===== config.mk =====
export PLATFORM = sky130hd
export DESIGN_NAME = wwd_control
export DESIGN_NICKNAME = d
export VERILOG_FILES = /design/src/verilog/wwd_pkg.sv /design/src/verilog/wwd_control.sv
export VERILOG_INCLUDE_DIRS = /design/src /design/src/verilog
export SDC_FILE = /design/constraint.sdc
export NUM_CORES = 1
export LEC_CHECK = 0
export BUFFER_PORTS_ARGS = -buffer_cell sky130_fd_sc_hd__buf_2
export CORE_UTILIZATION = 50
export DETAILED_ROUTE_END_ITERATION = 6
export GPL_TIMING_DRIVEN = 0
export PLACE_DENSITY = 0.72
export SKIP_LAST_GASP = 1
export SYNTH_ARGS = -nofsm -noshare
export SYNTH_HDL_FRONTEND = slang
export SYNTH_SLANG_ARGS = --single-unit
export TNS_END_PERCENT = 100

===== constraint.sdc =====
create_clock -name sys_clk -period 3.65 [get_ports sys_clk]
set_clock_uncertainty 0.15 [all_clocks]
set_input_delay 0.365 -clock sys_clk [delete_from_list [all_inputs] [get_ports sys_clk]]
set_output_delay 0.365 -clock sys_clk [all_outputs]
set_load 0.05 [all_outputs]

===== src/verilog/wwd_regs.svh =====
`ifndef WWD_REGS_SVH
`define WWD_REGS_SVH

// Byte addresses of the register words.
`define WWD_OFF_CMD    8'h00
`define WWD_OFF_STATUS 8'h04
`define WWD_OFF_ERR    8'h08
`define WWD_OFF_CAUSE  8'h0C
`define WWD_OFF_DATA   8'h10
`define WWD_OFF_USER   8'h14

// Reset values.
`define WWD_RST_USER   8'h02
`define WWD_RST_CAUSE  3'h1
`define WWD_RST_DATA   16'h0000

// Field positions.
`define WWD_ST_VARIANT 2
`define WWD_ST_BUSY    3
`define WWD_ST_DONE    4
`define WWD_ST_INVALID 7
`define WWD_CAUSE_POR  0
`define WWD_CAUSE_TOUT 1
`define WWD_CAUSE_VIOL 2
`define WWD_ERR_TRIG   0
`define WWD_ERR_SUPPLY 1

// Timing: clock rate, wake debounce time and cycle counts.
`define WWD_CLK_MHZ    25
`define WWD_DEB_NS     2000
`define WWD_DEB_CYC    ((`WWD_DEB_NS * `WWD_CLK_MHZ) / 1000)
`define WWD_INIT_CYC   50000
`define WWD_CLOSED_CYC 10000
`define WWD_OPEN_CYC   40000
`define WWD_MR_CYC     2500
`define WWD_START_CYC  5000
`define WWD_WSLP_CYC   5000
`define WWD_WSTBY_CYC  1000
`define WWD_MEAS_CYC   20000

`endif


===== src/verilog/wwd_pkg.sv =====
`default_nettype none
package wwd_pkg;

  typedef enum logic [1:0] {
    MODE_NRM  = 2'b00,
    MODE_STBY = 2'b01,
    MODE_SLP  = 2'b10
  } wwd_mode_type;

  typedef enum logic [1:0] {
    WD_OFF    = 2'b00,
    WD_INIT   = 2'b01,
    WD_CLOSED = 2'b10,
    WD_OPEN   = 2'b11
  } wwd_wd_type;

  typedef enum logic [3:0] {
    CMD_NRM    = 4'h1,
    CMD_SLP_A  = 4'h2,
    CMD_SLP_B  = 4'h3,
    CMD_STBY_A = 4'h4,
    CMD_STBY_B = 4'h5,
    CMD_CR     = 4'h6,
    CMD_SM     = 4'h7,
    CMD_RO     = 4'h8,
    CMD_SMX    = 4'h9
  } wwd_cmd_type;

  typedef struct packed {
    logic [7:0]  awaddr;
    logic        awvalid;
    logic [31:0] wdata;
    logic [3:0]  wstrb;
    logic        wvalid;
    logic        bready;
    logic [7:0]  araddr;
    logic        arvalid;
    logic        rready;
  } wwd_axi_req_type;

  typedef struct packed {
    logic        awready;
    logic        wready;
    logic [1:0]  bresp;
    logic        bvalid;
    logic        arready;
    logic [31:0] rdata;
    logic [1:0]  rresp;
    logic        rvalid;
  } wwd_axi_rsp_type;

endpackage
`default_nettype wire


===== src/verilog/wwd_control.sv =====
`timescale 1ns/1ps
`default_nettype none
`include "wwd_regs.svh"

module wwd_control
  import wwd_pkg::*;
#(
  parameter int unsigned CNT_W      = 20,
  parameter int unsigned INIT_CYC   = `WWD_INIT_CYC,
  parameter int unsigned CLOSED_CYC = `WWD_CLOSED_CYC,
  parameter int unsigned OPEN_CYC   = `WWD_OPEN_CYC,
  parameter int unsigned MR_CYC     = `WWD_MR_CYC,
  parameter int unsigned START_CYC  = `WWD_START_CYC,
  parameter int unsigned WSLP_CYC   = `WWD_WSLP_CYC,
  parameter int unsigned WSTBY_CYC  = `WWD_WSTBY_CYC,
  parameter int unsigned MEAS_CYC   = `WWD_MEAS_CYC
) (
  input  wire logic            sys_clk,
  input  wire logic            resetn,
  input  wire logic            clkEn,
  input  wire wwd_axi_req_type axiReq,
  output var  wwd_axi_rsp_type axiRsp,
  input  wire logic            wdTrigger,
  input  wire logic            wakeUpN,
  input  wire logic            supplyFault,
  input  wire logic [15:0]     measSample,
  output var  logic            masterResetN,
  output var  logic            dataReady
);

  // Pin synchronisers and agreed levels.
  logic [2:0] trigSync;
  logic       trigLvl;
  logic [2:0] wakeSync;
  logic       wakeLvl;
  logic       wakeDeb;
  logic [7:0] debCnt;

  // Watchdog and master reset pulse.
  wwd_wd_type       wdState;
  logic [CNT_W-1:0] wdCnt;
  logic [CNT_W-1:0] mrCnt;

  // Device mode, handshake and data.
  wwd_mode_type     mode;
  logic             variantB;
  logic             measBusy;
  logic             measDone;
  logic             cmdInvalid;
  logic             drArm;
  logic [CNT_W-1:0] drCnt;
  logic [CNT_W-1:0] measCnt;
  logic [15:0]      measData;
  logic [7:0]       userReg;
  logic             errTrig;
  logic             errSupply;
  logic [2:0]       cause;

  // Bus slave state.
  logic        awHeld;
  logic [7:0]  awAddr;
  logic        wHeld;
  logic [31:0] wData;
  logic [3:0]  wStrb;
  logic        bValid;
  logic [1:0]  bResp;
  logic        rValid;
  logic [31:0] rData;
  logic [1:0]  rResp;

  // A pin change counts once the second and third stages agree.
  wire trigAgree = (trigSync[1] == trigSync[2]);
  wire wakeAgree = (wakeSync[1] == wakeSync[2]);
  wire trigFall  = trigAgree & ~trigSync[2] & trigLvl;
  wire debDone   = (debCnt == 8'(`WWD_DEB_CYC - 1));
  wire wakeFall  = (wakeLvl != wakeDeb) & debDone & wakeDeb;

  always_ff @(posedge sys_clk or negedge resetn) begin
    if (!resetn) begin
      trigSync <= 3'h7;
      trigLvl  <= 1'b1;
      wakeSync <= 3'h7;
      wakeLvl  <= 1'b1;
    end else if (clkEn) begin
      trigSync <= {trigSync[1:0], wdTrigger};
      wakeSync <= {wakeSync[1:0], wakeUpN};
      if (trigAgree) trigLvl <= trigSync[2];
      if (wakeAgree) wakeLvl <= wakeSync[2];
    end
  end

  // wake debounce
  // The agreed level must hold for the full debounce time to count.
  always_ff @(posedge sys_clk or negedge resetn) begin
    if (!resetn) begin
      wakeDeb <= 1'b1;
      debCnt  <= 8'h00;
    end else if (clkEn) begin
      if (wakeLvl == wakeDeb) begin
        debCnt <= 8'h00;
      end else if (debDone) begin
        wakeDeb <= wakeLvl;
        debCnt  <= 8'h00;
      end else begin
        debCnt <= debCnt + 8'h01;
      end
    end
  end

  // Bus write decode; a write fires once address and data are both held.
  wire doWrite  = awHeld & wHeld & ~bValid;
  wire wrByte0  = doWrite & wStrb[0];
  wire wrCmd    = wrByte0 & (awAddr == `WWD_OFF_CMD);
  wire wrErr    = wrByte0 & (awAddr == `WWD_OFF_ERR);
  wire wrCause  = wrByte0 & (awAddr == `WWD_OFF_CAUSE);
  wire wrUser   = wrByte0 & (awAddr == `WWD_OFF_USER);
  wire wrMapped = (awAddr == `WWD_OFF_CMD) | (awAddr == `WWD_OFF_STATUS)
                | (awAddr == `WWD_OFF_ERR) | (awAddr == `WWD_OFF_CAUSE)
                | (awAddr == `WWD_OFF_DATA) | (awAddr == `WWD_OFF_USER);
  wire [3:0] cmdCode = wData[3:0];

  // Command decode.
  wire isNrm   = wrCmd & (cmdCode == CMD_NRM);
  wire isSlp   = wrCmd & ((cmdCode == CMD_SLP_A) | (cmdCode == CMD_SLP_B));
  wire isStby  = wrCmd & ((cmdCode == CMD_STBY_A) | (cmdCode == CMD_STBY_B));
  wire isCr    = wrCmd & (cmdCode == CMD_CR);
  wire isSm    = wrCmd & (cmdCode == CMD_SM);
  wire isRo    = wrCmd & (cmdCode == CMD_RO);
  wire isSmx   = wrCmd & (cmdCode == CMD_SMX);
  wire isVarB  = (cmdCode == CMD_SLP_B) | (cmdCode == CMD_STBY_B);
  wire inNrm   = (mode == MODE_NRM);
  wire inSlp   = (mode == MODE_SLP);
  wire canMeas = inNrm & dataReady & ~measBusy;

  wire toNrm     = (isNrm | wakeFall) & ~inNrm;
  wire toSlp     = isSlp & ~inSlp;
  wire toStby    = isStby & (mode != MODE_STBY);
  wire modeChg   = toNrm | toSlp | toStby;
  // read-out must precede the next cycle
  wire smOk      = isSm & canMeas & ~measDone;
  wire roOk      = isRo & canMeas & measDone;
  wire smxOk     = isSmx & canMeas & measDone;
  wire badCmd    = (wrCmd & ~isCr & ~isSlp & ~isStby & ~isNrm & ~smOk & ~roOk & ~smxOk)
                 | (isNrm & inNrm & ~wakeFall);
  wire leaveSlp  = inSlp & (toNrm | isCr);
  wire measEnd   = measBusy & (measCnt == '0);
  wire readOut   = roOk | smxOk;

  // Watchdog events.
  wire wdRun     = (wdState != WD_OFF);
  wire wdZero    = (wdCnt == '0);
  wire wdViol    = wdRun & trigFall & (wdState == WD_CLOSED);
  wire wdTout    = wdRun & ~trigFall & wdZero & (wdState != WD_CLOSED);
  wire wdFire    = wdViol | wdTout;

  // watchdog sequence
  // Only sleep entry and a return to normal or reinit from sleep touch the watchdog; standby and other reinits do not.
  always_ff @(posedge sys_clk or negedge resetn) begin
    if (!resetn) begin
      wdState <= WD_INIT;
      wdCnt   <= CNT_W'(INIT_CYC - 1);
    end else if (clkEn) begin
      if (toSlp) begin
        wdState <= WD_OFF;
      end else if (leaveSlp || wdFire) begin
        wdState <= WD_INIT;
        wdCnt   <= CNT_W'(INIT_CYC - 1);
      end else if (wdRun && trigFall) begin
        wdState <= WD_CLOSED;
        wdCnt   <= CNT_W'(CLOSED_CYC - 1);
      end else if (wdRun && wdZero) begin
        wdState <= WD_OPEN;
        wdCnt   <= CNT_W'(OPEN_CYC - 1);
      end else if (wdRun) begin
        wdCnt <= wdCnt - CNT_W'(1);
      end
    end
  end

  // master reset pulse
  // A new fault during a pulse restarts the full pulse time.
  always_ff @(posedge sys_clk or negedge resetn) begin
    if (!resetn) begin
      masterResetN <= 1'b1;
      mrCnt        <= '0;
    end else if (clkEn) begin
      if (wdFire) begin
        masterResetN <= 1'b0;
        mrCnt        <= CNT_W'(MR_CYC - 1);
      end else if (!masterResetN) begin
        if (mrCnt == '0) masterResetN <= 1'b1;
        else mrCnt <= mrCnt - CNT_W'(1);
      end
    end
  end

  // Reset cause: write one to clear, a new cause in the same cycle wins.
  always_ff @(posedge sys_clk or negedge resetn) begin
    if (!resetn) begin
      cause <= `WWD_RST_CAUSE;
    end else if (clkEn) begin
      cause[`WWD_CAUSE_POR]  <= cause[`WWD_CAUSE_POR] & ~(wrCause & wData[0]);
      cause[`WWD_CAUSE_TOUT] <= wdTout | (cause[`WWD_CAUSE_TOUT] & ~(wrCause & wData[1]));
      cause[`WWD_CAUSE_VIOL] <= wdViol | (cause[`WWD_CAUSE_VIOL] & ~(wrCause & wData[2]));
    end
  end

  // error register
  // The supply bit follows the live fault one cycle late; trigger flag is sticky.
  always_ff @(posedge sys_clk or negedge resetn) begin
    if (!resetn) begin
      errTrig   <= 1'b0;
      errSupply <= 1'b0;
    end else if (clkEn) begin
      errSupply <= supplyFault;
      errTrig   <= (inSlp & trigFall) | (errTrig & ~(wrErr & wData[`WWD_ERR_TRIG]));
    end
  end

  // mode, flags and user settings
  // Reinit returns to power-on values; mode changes keep data and settings.
  always_ff @(posedge sys_clk or negedge resetn) begin
    if (!resetn) begin
      mode       <= MODE_NRM;
      variantB   <= 1'b0;
      cmdInvalid <= 1'b0;
      userReg    <= `WWD_RST_USER;
    end else if (clkEn) begin
      if (isCr) begin
        mode       <= MODE_NRM;
        variantB   <= 1'b0;
        cmdInvalid <= 1'b0;
        userReg    <= `WWD_RST_USER;
      end else begin
        cmdInvalid <= badCmd | (cmdInvalid & ~wrCmd);
        if (wrUser) userReg <= wData[7:0];
        if (toNrm) begin
          mode     <= MODE_NRM;
          variantB <= 1'b0;
        end else if (toSlp || toStby) begin
          mode     <= toSlp ? MODE_SLP : MODE_STBY;
          variantB <= isVarB;
        end
      end
    end
  end

  // measurement cycle and data
  // A combined read-out clears the results and starts the next cycle.
  always_ff @(posedge sys_clk or negedge resetn) begin
    if (!resetn) begin
      measBusy <= 1'b0;
      measDone <= 1'b0;
      measCnt  <= '0;
      measData <= `WWD_RST_DATA;
    end else if (clkEn) begin
      if (isCr) begin
        measBusy <= 1'b0;
        measDone <= 1'b0;
        measData <= `WWD_RST_DATA;
      end else if (modeChg) begin
        measBusy <= 1'b0;
      end else if (measEnd) begin
        measBusy <= 1'b0;
        measDone <= 1'b1;
        measData <= measSample;
      end else begin
        if (readOut) begin
          measDone <= 1'b0;
          measData <= `WWD_RST_DATA;
        end
        if (smOk || smxOk) begin
          measBusy <= 1'b1;
          measCnt  <= CNT_W'(MEAS_CYC - 1);
        end else if (measBusy) begin
          measCnt <= measCnt - CNT_W'(1);
        end
      end
    end
  end

  // data-ready
  // The line stays low in sleep and standby; a wake arms the matching delay.
  always_ff @(posedge sys_clk or negedge resetn) begin
    if (!resetn) begin
      dataReady <= 1'b0;
      drArm     <= 1'b1;
      drCnt     <= CNT_W'(START_CYC - 1);
    end else if (clkEn) begin
      if (isCr) begin
        dataReady <= 1'b0;
        drArm     <= 1'b1;
        drCnt     <= CNT_W'(START_CYC - 1);
      end else if (toNrm) begin
        dataReady <= 1'b0;
        drArm     <= 1'b1;
        drCnt     <= inSlp ? CNT_W'(WSLP_CYC - 1) : CNT_W'(WSTBY_CYC - 1);
      end else if (toSlp || toStby) begin
        dataReady <= 1'b0;
        drArm     <= 1'b0;
      end else if (measEnd) begin
        dataReady <= 1'b1;
      end else if (smOk || smxOk) begin
        dataReady <= 1'b0;
      end else if (drArm) begin
        if (drCnt == '0) begin
          dataReady <= 1'b1;
          drArm     <= 1'b0;
        end else begin
          drCnt <= drCnt - CNT_W'(1);
        end
      end
    end
  end

  // Status byte as software sees it.
  wire [7:0] statusByte = {cmdInvalid, 2'b00, measDone, measBusy, variantB, mode};
  wire [1:0] errByte    = {errSupply, errTrig};

  wire [7:0]  rdAddr = axiReq.araddr;
  wire        rdMap  = (rdAddr == `WWD_OFF_CMD) | (rdAddr == `WWD_OFF_STATUS)
                     | (rdAddr == `WWD_OFF_ERR) | (rdAddr == `WWD_OFF_CAUSE)
                     | (rdAddr == `WWD_OFF_DATA) | (rdAddr == `WWD_OFF_USER);
  wire [31:0] rdMux  =
    (rdAddr == `WWD_OFF_STATUS) ? {24'h000000, statusByte} :
    (rdAddr == `WWD_OFF_ERR)    ? {30'h0, errByte} :
    (rdAddr == `WWD_OFF_CAUSE)  ? {29'h0, cause} :
    (rdAddr == `WWD_OFF_DATA)   ? {16'h0000, measData} :
    (rdAddr == `WWD_OFF_USER)   ? {24'h000000, userReg} : 32'h00000000;

  // Write channels are held independently so either may arrive first.
  always_ff @(posedge sys_clk or negedge resetn) begin
    if (!resetn) begin
      awHeld <= 1'b0;
      awAddr <= 8'h00;
      wHeld  <= 1'b0;
      wData  <= 32'h00000000;
      wStrb  <= 4'h0;
      bValid <= 1'b0;
      bResp  <= 2'h0;
    end else if (clkEn) begin
      if (axiReq.awvalid && !awHeld) begin
        awHeld <= 1'b1;
        awAddr <= axiReq.awaddr;
      end
      if (axiReq.wvalid && !wHeld) begin
        wHeld <= 1'b1;
        wData <= axiReq.wdata;
        wStrb <= axiReq.wstrb;
      end
      if (doWrite) begin
        awHeld <= 1'b0;
        wHeld  <= 1'b0;
        bValid <= 1'b1;
        bResp  <= wrMapped ? 2'h0 : 2'h2;
      end else if (bValid && axiReq.bready) begin
        bValid <= 1'b0;
      end
    end
  end

  // One read at a time; unmapped addresses answer with a slave error.
  always_ff @(posedge sys_clk or negedge resetn) begin
    if (!resetn) begin
      rValid <= 1'b0;
      rData  <= 32'h00000000;
      rResp  <= 2'h0;
    end else if (clkEn) begin
      if (axiReq.arvalid && !rValid) begin
        rValid <= 1'b1;
        rData  <= rdMux;
        rResp  <= rdMap ? 2'h0 : 2'h2;
      end else if (rValid && axiReq.rready) begin
        rValid <= 1'b0;
      end
    end
  end

  // Ready outputs are plain combinational terms of the held flags.
  assign axiRsp = '{
    awready: ~awHeld,
    wready:  ~wHeld,
    bresp:   bResp,
    bvalid:  bValid,
    arready: ~rValid,
    rdata:   rData,
    rresp:   rResp,
    rvalid:  rValid
  };

endmodule
`default_nettype wire


==> flow_summary_export.csv, run 1 <==
group,metric,value,unit
clock_tree,cts_num_sinks,176,
die,die_w,140,um
die,coreArea,18700,um^2
finish,final_common_cell,"dfrtp_1",
sta,setup_viol,0,
yosys,synth_ff_type,"dfrtp_1",
sta,slew_violations,0,
place,place_hpwl,16600,um
setup_path,crit_type,"reg2reg",
sta,max-slew-margin-rel,28.8,%
die,die_y,140,um
finish,area_growth,14.1,%
sta,worst_pin_slew,1060,ps
setup_path,slowest_stage,"o31ai_1",
place,port_buffers,73,
yosys,ys_ff_latch,176,
route,avgViaCountPerCell,6.06,
yosys,synthArstFlopShare,100,%
setup_path,crit_path_end,"wdCnt[19]",
global_route,grt_pass1_wl,39800,um
job,cap_violations,0,
setup_path,cp_num_cells,9,
setup_path,path_delay_family,"simple AND/OR/NAND/NOR gates",
setup_path,crit_arrival,3400,ps
sta,timing.final.crit_share,88.7,%
clock_tree,clock_latency,430,ps
sta,finalCriticalPeriod,3240,ps
route,firstDrtPassIters,5,
finish,fin_nets,1191,
clock_tree,post_cts_buffers,0,
yosys,syn_area_per_cell,9.66,um^2
die,start_util,51.2,%
setup_path,r2r-start,"wdCnt[0]",
clock_tree,numCtsBuffers,17,
setup_path,crit_fanout,8,
power_and_ir_drop,power,0.00656,W
sta,layout_setup_ws,413,ps
die,num_rows,50,
clock_tree,root_buffer,"clkbuf_16",
yosys,ys_seq_area_share,46.4,%
setup_path,crit_start,"wdCnt[0]",
setup_path,crit_top_cell,"or3_1",
route,vias,8187,
sta,max_freq,309,MHz
route,postRouteAntennaNets,0,
setup_path,cp_cell_sequence,"inv_1, ha_1, nor4b_4, nand2_1, o31ai_1, or3_1, clkbuf_1, or3_1, o21ai_0",
place,dp_slack,466,ps
die,die_area,19700,um^2
route,avgRoutedWirePerCell,17.9,um
setup_path,reg2reg_slack,410,ps
yosys,syn_inst,991,
route,drt-initial-drc-count,705,
clock_tree,clk_pin_slew_worst_paths,70,ps
yosys,ys_types,85,
place,gp_congestion,0.892,
min_path,hp-class,"in2reg",
finish,layout_common_cells,"dfrtp_1 (146), nand2_1 (86), buf_2 (80), nor2_1 (72), o21ai_0 (57)",
yosys,synth-warning-count,0,
route,drt-total-wl,24100,um
yosys,synth_area,9570,um^2
setup_path,cp-end-kind,"flop",
finish,fillCellCount,1608,
route,drc,0,
yosys,synth_edf_count,0,
global_route,antenna_found_initial,1,
sta,hold_viol,0,
finish,antenna_cells,0,
setup_path,crit_required,3810,ps
finish,drive_gt1_share,20.1,%
power_and_ir_drop,powerDensity,601,nW/um^2
power_and_ir_drop,leakage,4.91,nW
setup_path,critPathBufInv,2,
global_route,track_usage,25.3,%
sta,rsz0062_at_grt,"false",
setup_path,slowest_delay,940,ps
setup_path,r2r_cells,9,
setup_path,start_kind,"flop",
global_route,overflow,0,
outcome,status,"completed",
clock_tree,clockBufferDepth,2,
clock_tree,htreeDepth,4,
clock_tree,cts_tree,"yes",
global_route,grt_pass1_vias,7715,
setup_path,timing.rr.end,"wdCnt[19]",
global_route,grt_max_degree,116,
power_and_ir_drop,ir_drop,0.000346,V
die,io_pins,122,
-- worst reg2reg max path, delay by kind of cell, from the launching register on --
kind                     cells  cell delay [ps]
adder cells (fa/ha/maj)      1              170
AND/OR/NAND/NOR              4             1040
flip-flops                   1              390
buffers and inverters        2              350
AO/OA/AOI/OAI                2             1020
-- flip-flops by register name (all words and copies together) (netlist names), 2 cells and up --
register and flops:
mode 2, trigSync 3, mrCnt 20, debCnt 8
rData 16, measData 16, cause 3, wakeSync 3
userReg 8, wdCnt 20, wdState 2, wData 8
awAddr 8, drCnt 20, measCnt 20
-- kinds of logic (layout without fill, tap and decap cells) --
kind of cell    Yosys count  in the layout  synth area share [%]
compound gates          248            248                  17.5
xor+xnor                 18             18                  1.65
fa+ha+maj                 8              8                  1.05
buf+inv                 101            210                  5.28
flops                   176            176                  46.4
mux                      48             48                  5.37
other cells               1             18                0.0392
simple gates            391            391                  22.7
-- metal layers --
layer / track usage [%] / wire [um] / part of all wire (%) / vias up
li1: - / - / - / 3853
met1: 36.7 / 11300 / 47 / 3980
met2: 38.4 / 10800 / 45 / 306
met3: 4.03 / 1520 / 6.3 / 46
met4: 8.39 / 450 / 1.9 / 2
met5: 0 / 13 / 0.054 / -
-- power breakdown --
group	total [W]	leakage, nW	switching (W)	internal (W)
combinational	0.00192	2.42	0.00118	0.000737
sequential	0.00287	2.22	0.000433	0.00244
clock	0.00177	0.268	0.000808	0.000966
total	0.00656	4.91	0.00242	0.00414
-- worst min-delay path by stage --
stage | start | end | slack, ps | cells past startpoint
after global placement | cause[0] | cause[0] | 290 | 2
after detailed placement | resetn | measCnt[11] | 190 | 1
final | measSample[9] | measData[9] | 5 | 2
after global routing | measSample[6] | measData[6] | 3 | 2
after floorplan | resetn | awAddr[0] | -80 | 0
after CTS | measSample[9] | measData[9] | 0.3 | 2
-- stage by stage --
stage	cells	TNS [ps]	area [um^2]	util, %	hold WS [ps]
after floorplan	1008	0	9640	-	-80.6
after global placement	1315	-116910	10300	55.0	289
after detailed placement	1316	0	10300	55.2	188
after CTS	1351	0	10900	58.4	0.303
after global routing	1351	0	10900	58.4	3.03
final	1351	0	10900	58.4	5.15
-- repair_timing --
item / 4_1_cts / 5_1_grt
hold buffers: 3 / 0
hold endpoints to repair: 63 / 0
endpoints found under the setup margin: 0 / 0
resized for setup: 0 / 0
-- synthesized netlist by cell type (8+ instances only) --
master	number	area share, %
nand2_1	86	3.4
or3_1	21	1.4
o31ai_1	18	1.4
buf_2	8	0.42
a21oi_1	56	2.9
or2_2	8	0.52
xnor2_1	16	1.5
nor4_1	20	1.3
nor2b_1	11	0.72
or4_1	26	2.0
mux2i_1	21	2.2
nor3_1	34	1.8
dfrtp_1	146	38
nand4_1	11	0.72
a31oi_1	19	1.2
a22o_1	34	3.1
clkbuf_1	26	1.0
nand3_1	27	1.4
ha_1	8	1.0
and3_1	8	0.52
mux2_2	27	3.2
o21ai_0	57	3.0
dfstp_2	30	8.2
nand2b_1	15	0.98
inv_1	36	1.4
nor2_1	72	2.8
buf_4	25	2.0
-- final cells by class --
type                            instances  area, um^2  share of cell area, %
Multi-Input combinational cell        731        4690                   42.9
Tap cell                              234         293                   2.68
Timing Repair Buffer                   77         433                   3.96
Clock buffer                           21         450                   4.12
Sequential cell                       176        4440                   40.7
Buffer                                 64         367                   3.36
Clock inverter                         11         108                  0.985
Inverter                               37         139                   1.27
(Power assumes the default switching activity.)
==> run 2, diff against run 1 <==
--- a/config.mk
+++ b/config.mk
@@ -9,7 +9,6 @@
 export BUFFER_PORTS_ARGS = -buffer_cell sky130_fd_sc_hd__buf_2
 export CORE_UTILIZATION = 50
 export DETAILED_ROUTE_END_ITERATION = 6
-export GPL_TIMING_DRIVEN = 0
 export PLACE_DENSITY = 0.72
 export SKIP_LAST_GASP = 1
 export SYNTH_ARGS = -nofsm -noshare
==> flow_summary_export.csv, run 2 (same netlist as run 1, synthesis figures left out) <==
group,metric,value,unit
outcome,status,"completed",
route,drc,0,
die,die_y,140,um
clock_tree,clk_pin_slew_worst_paths,70,ps
setup_path,path_delay_family,"simple AND/OR/NAND/NOR gates",
setup_path,crit_start,"debCnt[1]",
job,cap_violations,0,
clock_tree,htreeDepth,4,
min_path,whs_path_depth,2,
setup_path,start_kind,"flop",
die,die_w,140,um
place,gp_congestion,0.864,
sta,max-slew-margin-rel,30.8,%
power_and_ir_drop,seq_power_share,44.8,%
min_path,hp-class,"in2reg",
place,port_buffers,76,
route,drt-total-wl,22300,um
min_path,min_from,"wdTrigger",
power_and_ir_drop,swShare,37.4,%
setup_path,slowest_stage,"or4b_4",
clock_tree,root_buffer,"clkbuf_16",
die,num_rows,50,
finish,drive_gt1_share,19.8,%
setup_path,r2r-start,"debCnt[1]",
clock_tree,numCtsBuffers,17,
clock_tree,clockBufferDepth,2,
global_route,met1_usage,34.0,%
finish,seqCellArea,4440,um^2
finish,final_cells,1324,
die,start_util,51.2,%
global_route,grt_pass1_wl,37100,um
clock_tree,clock_latency,430,ps
route,postRouteAntennaNets,0,
power_and_ir_drop,power_switching,0.00247,W
sta,rsz0062_at_grt,"false",
sta,max_freq,317,MHz
global_route,grt_pass1_vias,7406,
setup_path,crit_required,3800,ps
setup_path,timing.rr.end,"drCnt[18]",
route,avgRoutedWirePerCell,16.9,um
finish,final_common_cell,"dfrtp_1",
global_route,overflow,0,
global_route,grt_max_degree,73,
sta,slew_violations,0,
setup_path,crit_type,"reg2reg",
power_and_ir_drop,ir_drop,0.000399,V
route,firstDrtPassIters,5,
finish,antenna_cells,0,
route,drt-initial-drc-count,666,
min_path,hold-path-endpoint,"trigSync[0]",
setup_path,r2r_cells,9,
route,vias,8045,
die,die_area,19700,um^2
power_and_ir_drop,internal_power,0.00413,W
die,io_pins,122,
finish,fillCellCount,1560,
setup_path,crit_fanout,17,
place,place_hpwl,15200,um
place,dp.cells,1276,
power_and_ir_drop,powerDensity,607,nW/um^2
setup_path,cp_cell_sequence,"inv_1, ha_1, or4b_1, or4b_4, o22ai_2, buf_4, nor2_2, a21oi_1, o21ai_0",
power_and_ir_drop,p_comb_share,27.2,%
finish,fin_nets,1164,
clock_tree,post_cts_buffers,0,
global_route,track_usage,23.3,%
sta,timing.final.crit_share,86.4,%
clock_tree,cts_num_sinks,176,
sta,worst_pin_slew,1030,ps
route,avgViaCountPerCell,6.08,
global_route,grt.met2_usage,35.2,%
setup_path,crit_arrival,3300,ps
power_and_ir_drop,leakage,4.87,nW
sta,hold_viol,0,
finish,layout_common_cells,"dfrtp_1 (146), nand2_1 (86), buf_2 (75), nor2_1 (72), o21ai_0 (57)",
sta,finalCriticalPeriod,3150,ps
setup_path,slowest_delay,550,ps
finish,multiInputGateArea,4690,um^2
sta,holdWs,13.1,ps
setup_path,critPathBufInv,2,
die,coreArea,18700,um^2
global_route,grt-busiest-layer,"met2",
sta,tns,0,ps
global_route,antenna_found_initial,0,
global_route,met3_usage,4.10,%
clock_tree,cts_tree,"yes",
setup_path,reg2reg_slack,500,ps
power_and_ir_drop,p_clk_share,27.9,%
setup_path,cp-end-kind,"flop",
finish,area_growth,13.7,%
sta,setup_viol,0,
-- run 2: changes by cell type in the layout (fill, tap and decap cells not counted), sizes merged --
| cell | delta |
|---|---|
| inv | +5 |
| clkinvlp | +2 |
| clkbuf | -30 |
| buf | -14 |
| dlygate4sd3 | +13 |
| clkinv | -3 |
-- run 2: per-stage QoR --
stage / cell area [um^2] / worst slack, ps / total power [W] / utilization [%]
after global placement: 10100 / 541 / 0.00468 / 54.1
final: 10900 / 496 / 0.00660 / 58.2
after global routing: 10900 / 285 / 0.00699 / 58.2
after detailed placement: 10100 / 513 / 0.00474 / 54.1
after CTS: 10900 / 495 / 0.00662 / 58.2
after floorplan: 9640 / 962 / 0.00425 / -
-- run 2: cell type report --
cell class | count | share of cell area (%)
clock buffer | 17 | 3.91
timing repair buffer | 114 | 6.66
sequential | 176 | 40.8
clock inverter | 15 | 1.54
tap | 234 | 2.69
multi-input combinational | 731 | 43.1
inverter | 37 | 1.28
-- run 2: timing repair --
| item | 4_1_cts | 5_1_grt |
|---|---|---|
| hold buffers | 16 | 0 |
| resized for setup | 0 | 0 |
| endpoints found under the hold margin | 68 | 0 |
-- run 2: power by group through the flow --
stage / Combinational [W] / Clock [W] / Sequential, W
finish: 0.00180 / 0.00184 / 0.00296
global route: 0.00200 / 0.00195 / 0.00304
CTS: 0.00180 / 0.00188 / 0.00294
detailed placement: 0.00177 / 0 / 0.00297
global placement: 0.00173 / 0 / 0.00295
floorplan: 0.00142 / 0 / 0.00283
-- run 2: worst max-delay path by stage --
stage	end	slack (ps)	cells after the start
2_1_floorplan	drCnt[16]	960	10
3_3_place_gp	drCnt[18]	540	9
3_5_place_dp	drCnt[6]	510	9
4_1_cts	drCnt[18]	490	9
5_1_grt	drCnt[18]	280	9
6_report	drCnt[18]	500	9
-- run 2: routing by layer --
| metal | part of all wire, % | vias to the layer above |
|---|---|---|
| met5 | 0 | - |
| met2 | 45 | 263 |
| met1 | 49 | 3945 |
| met3 | 4.9 | 23 |
| li1 | - | 3814 |
| met4 | 1.5 | 0 |
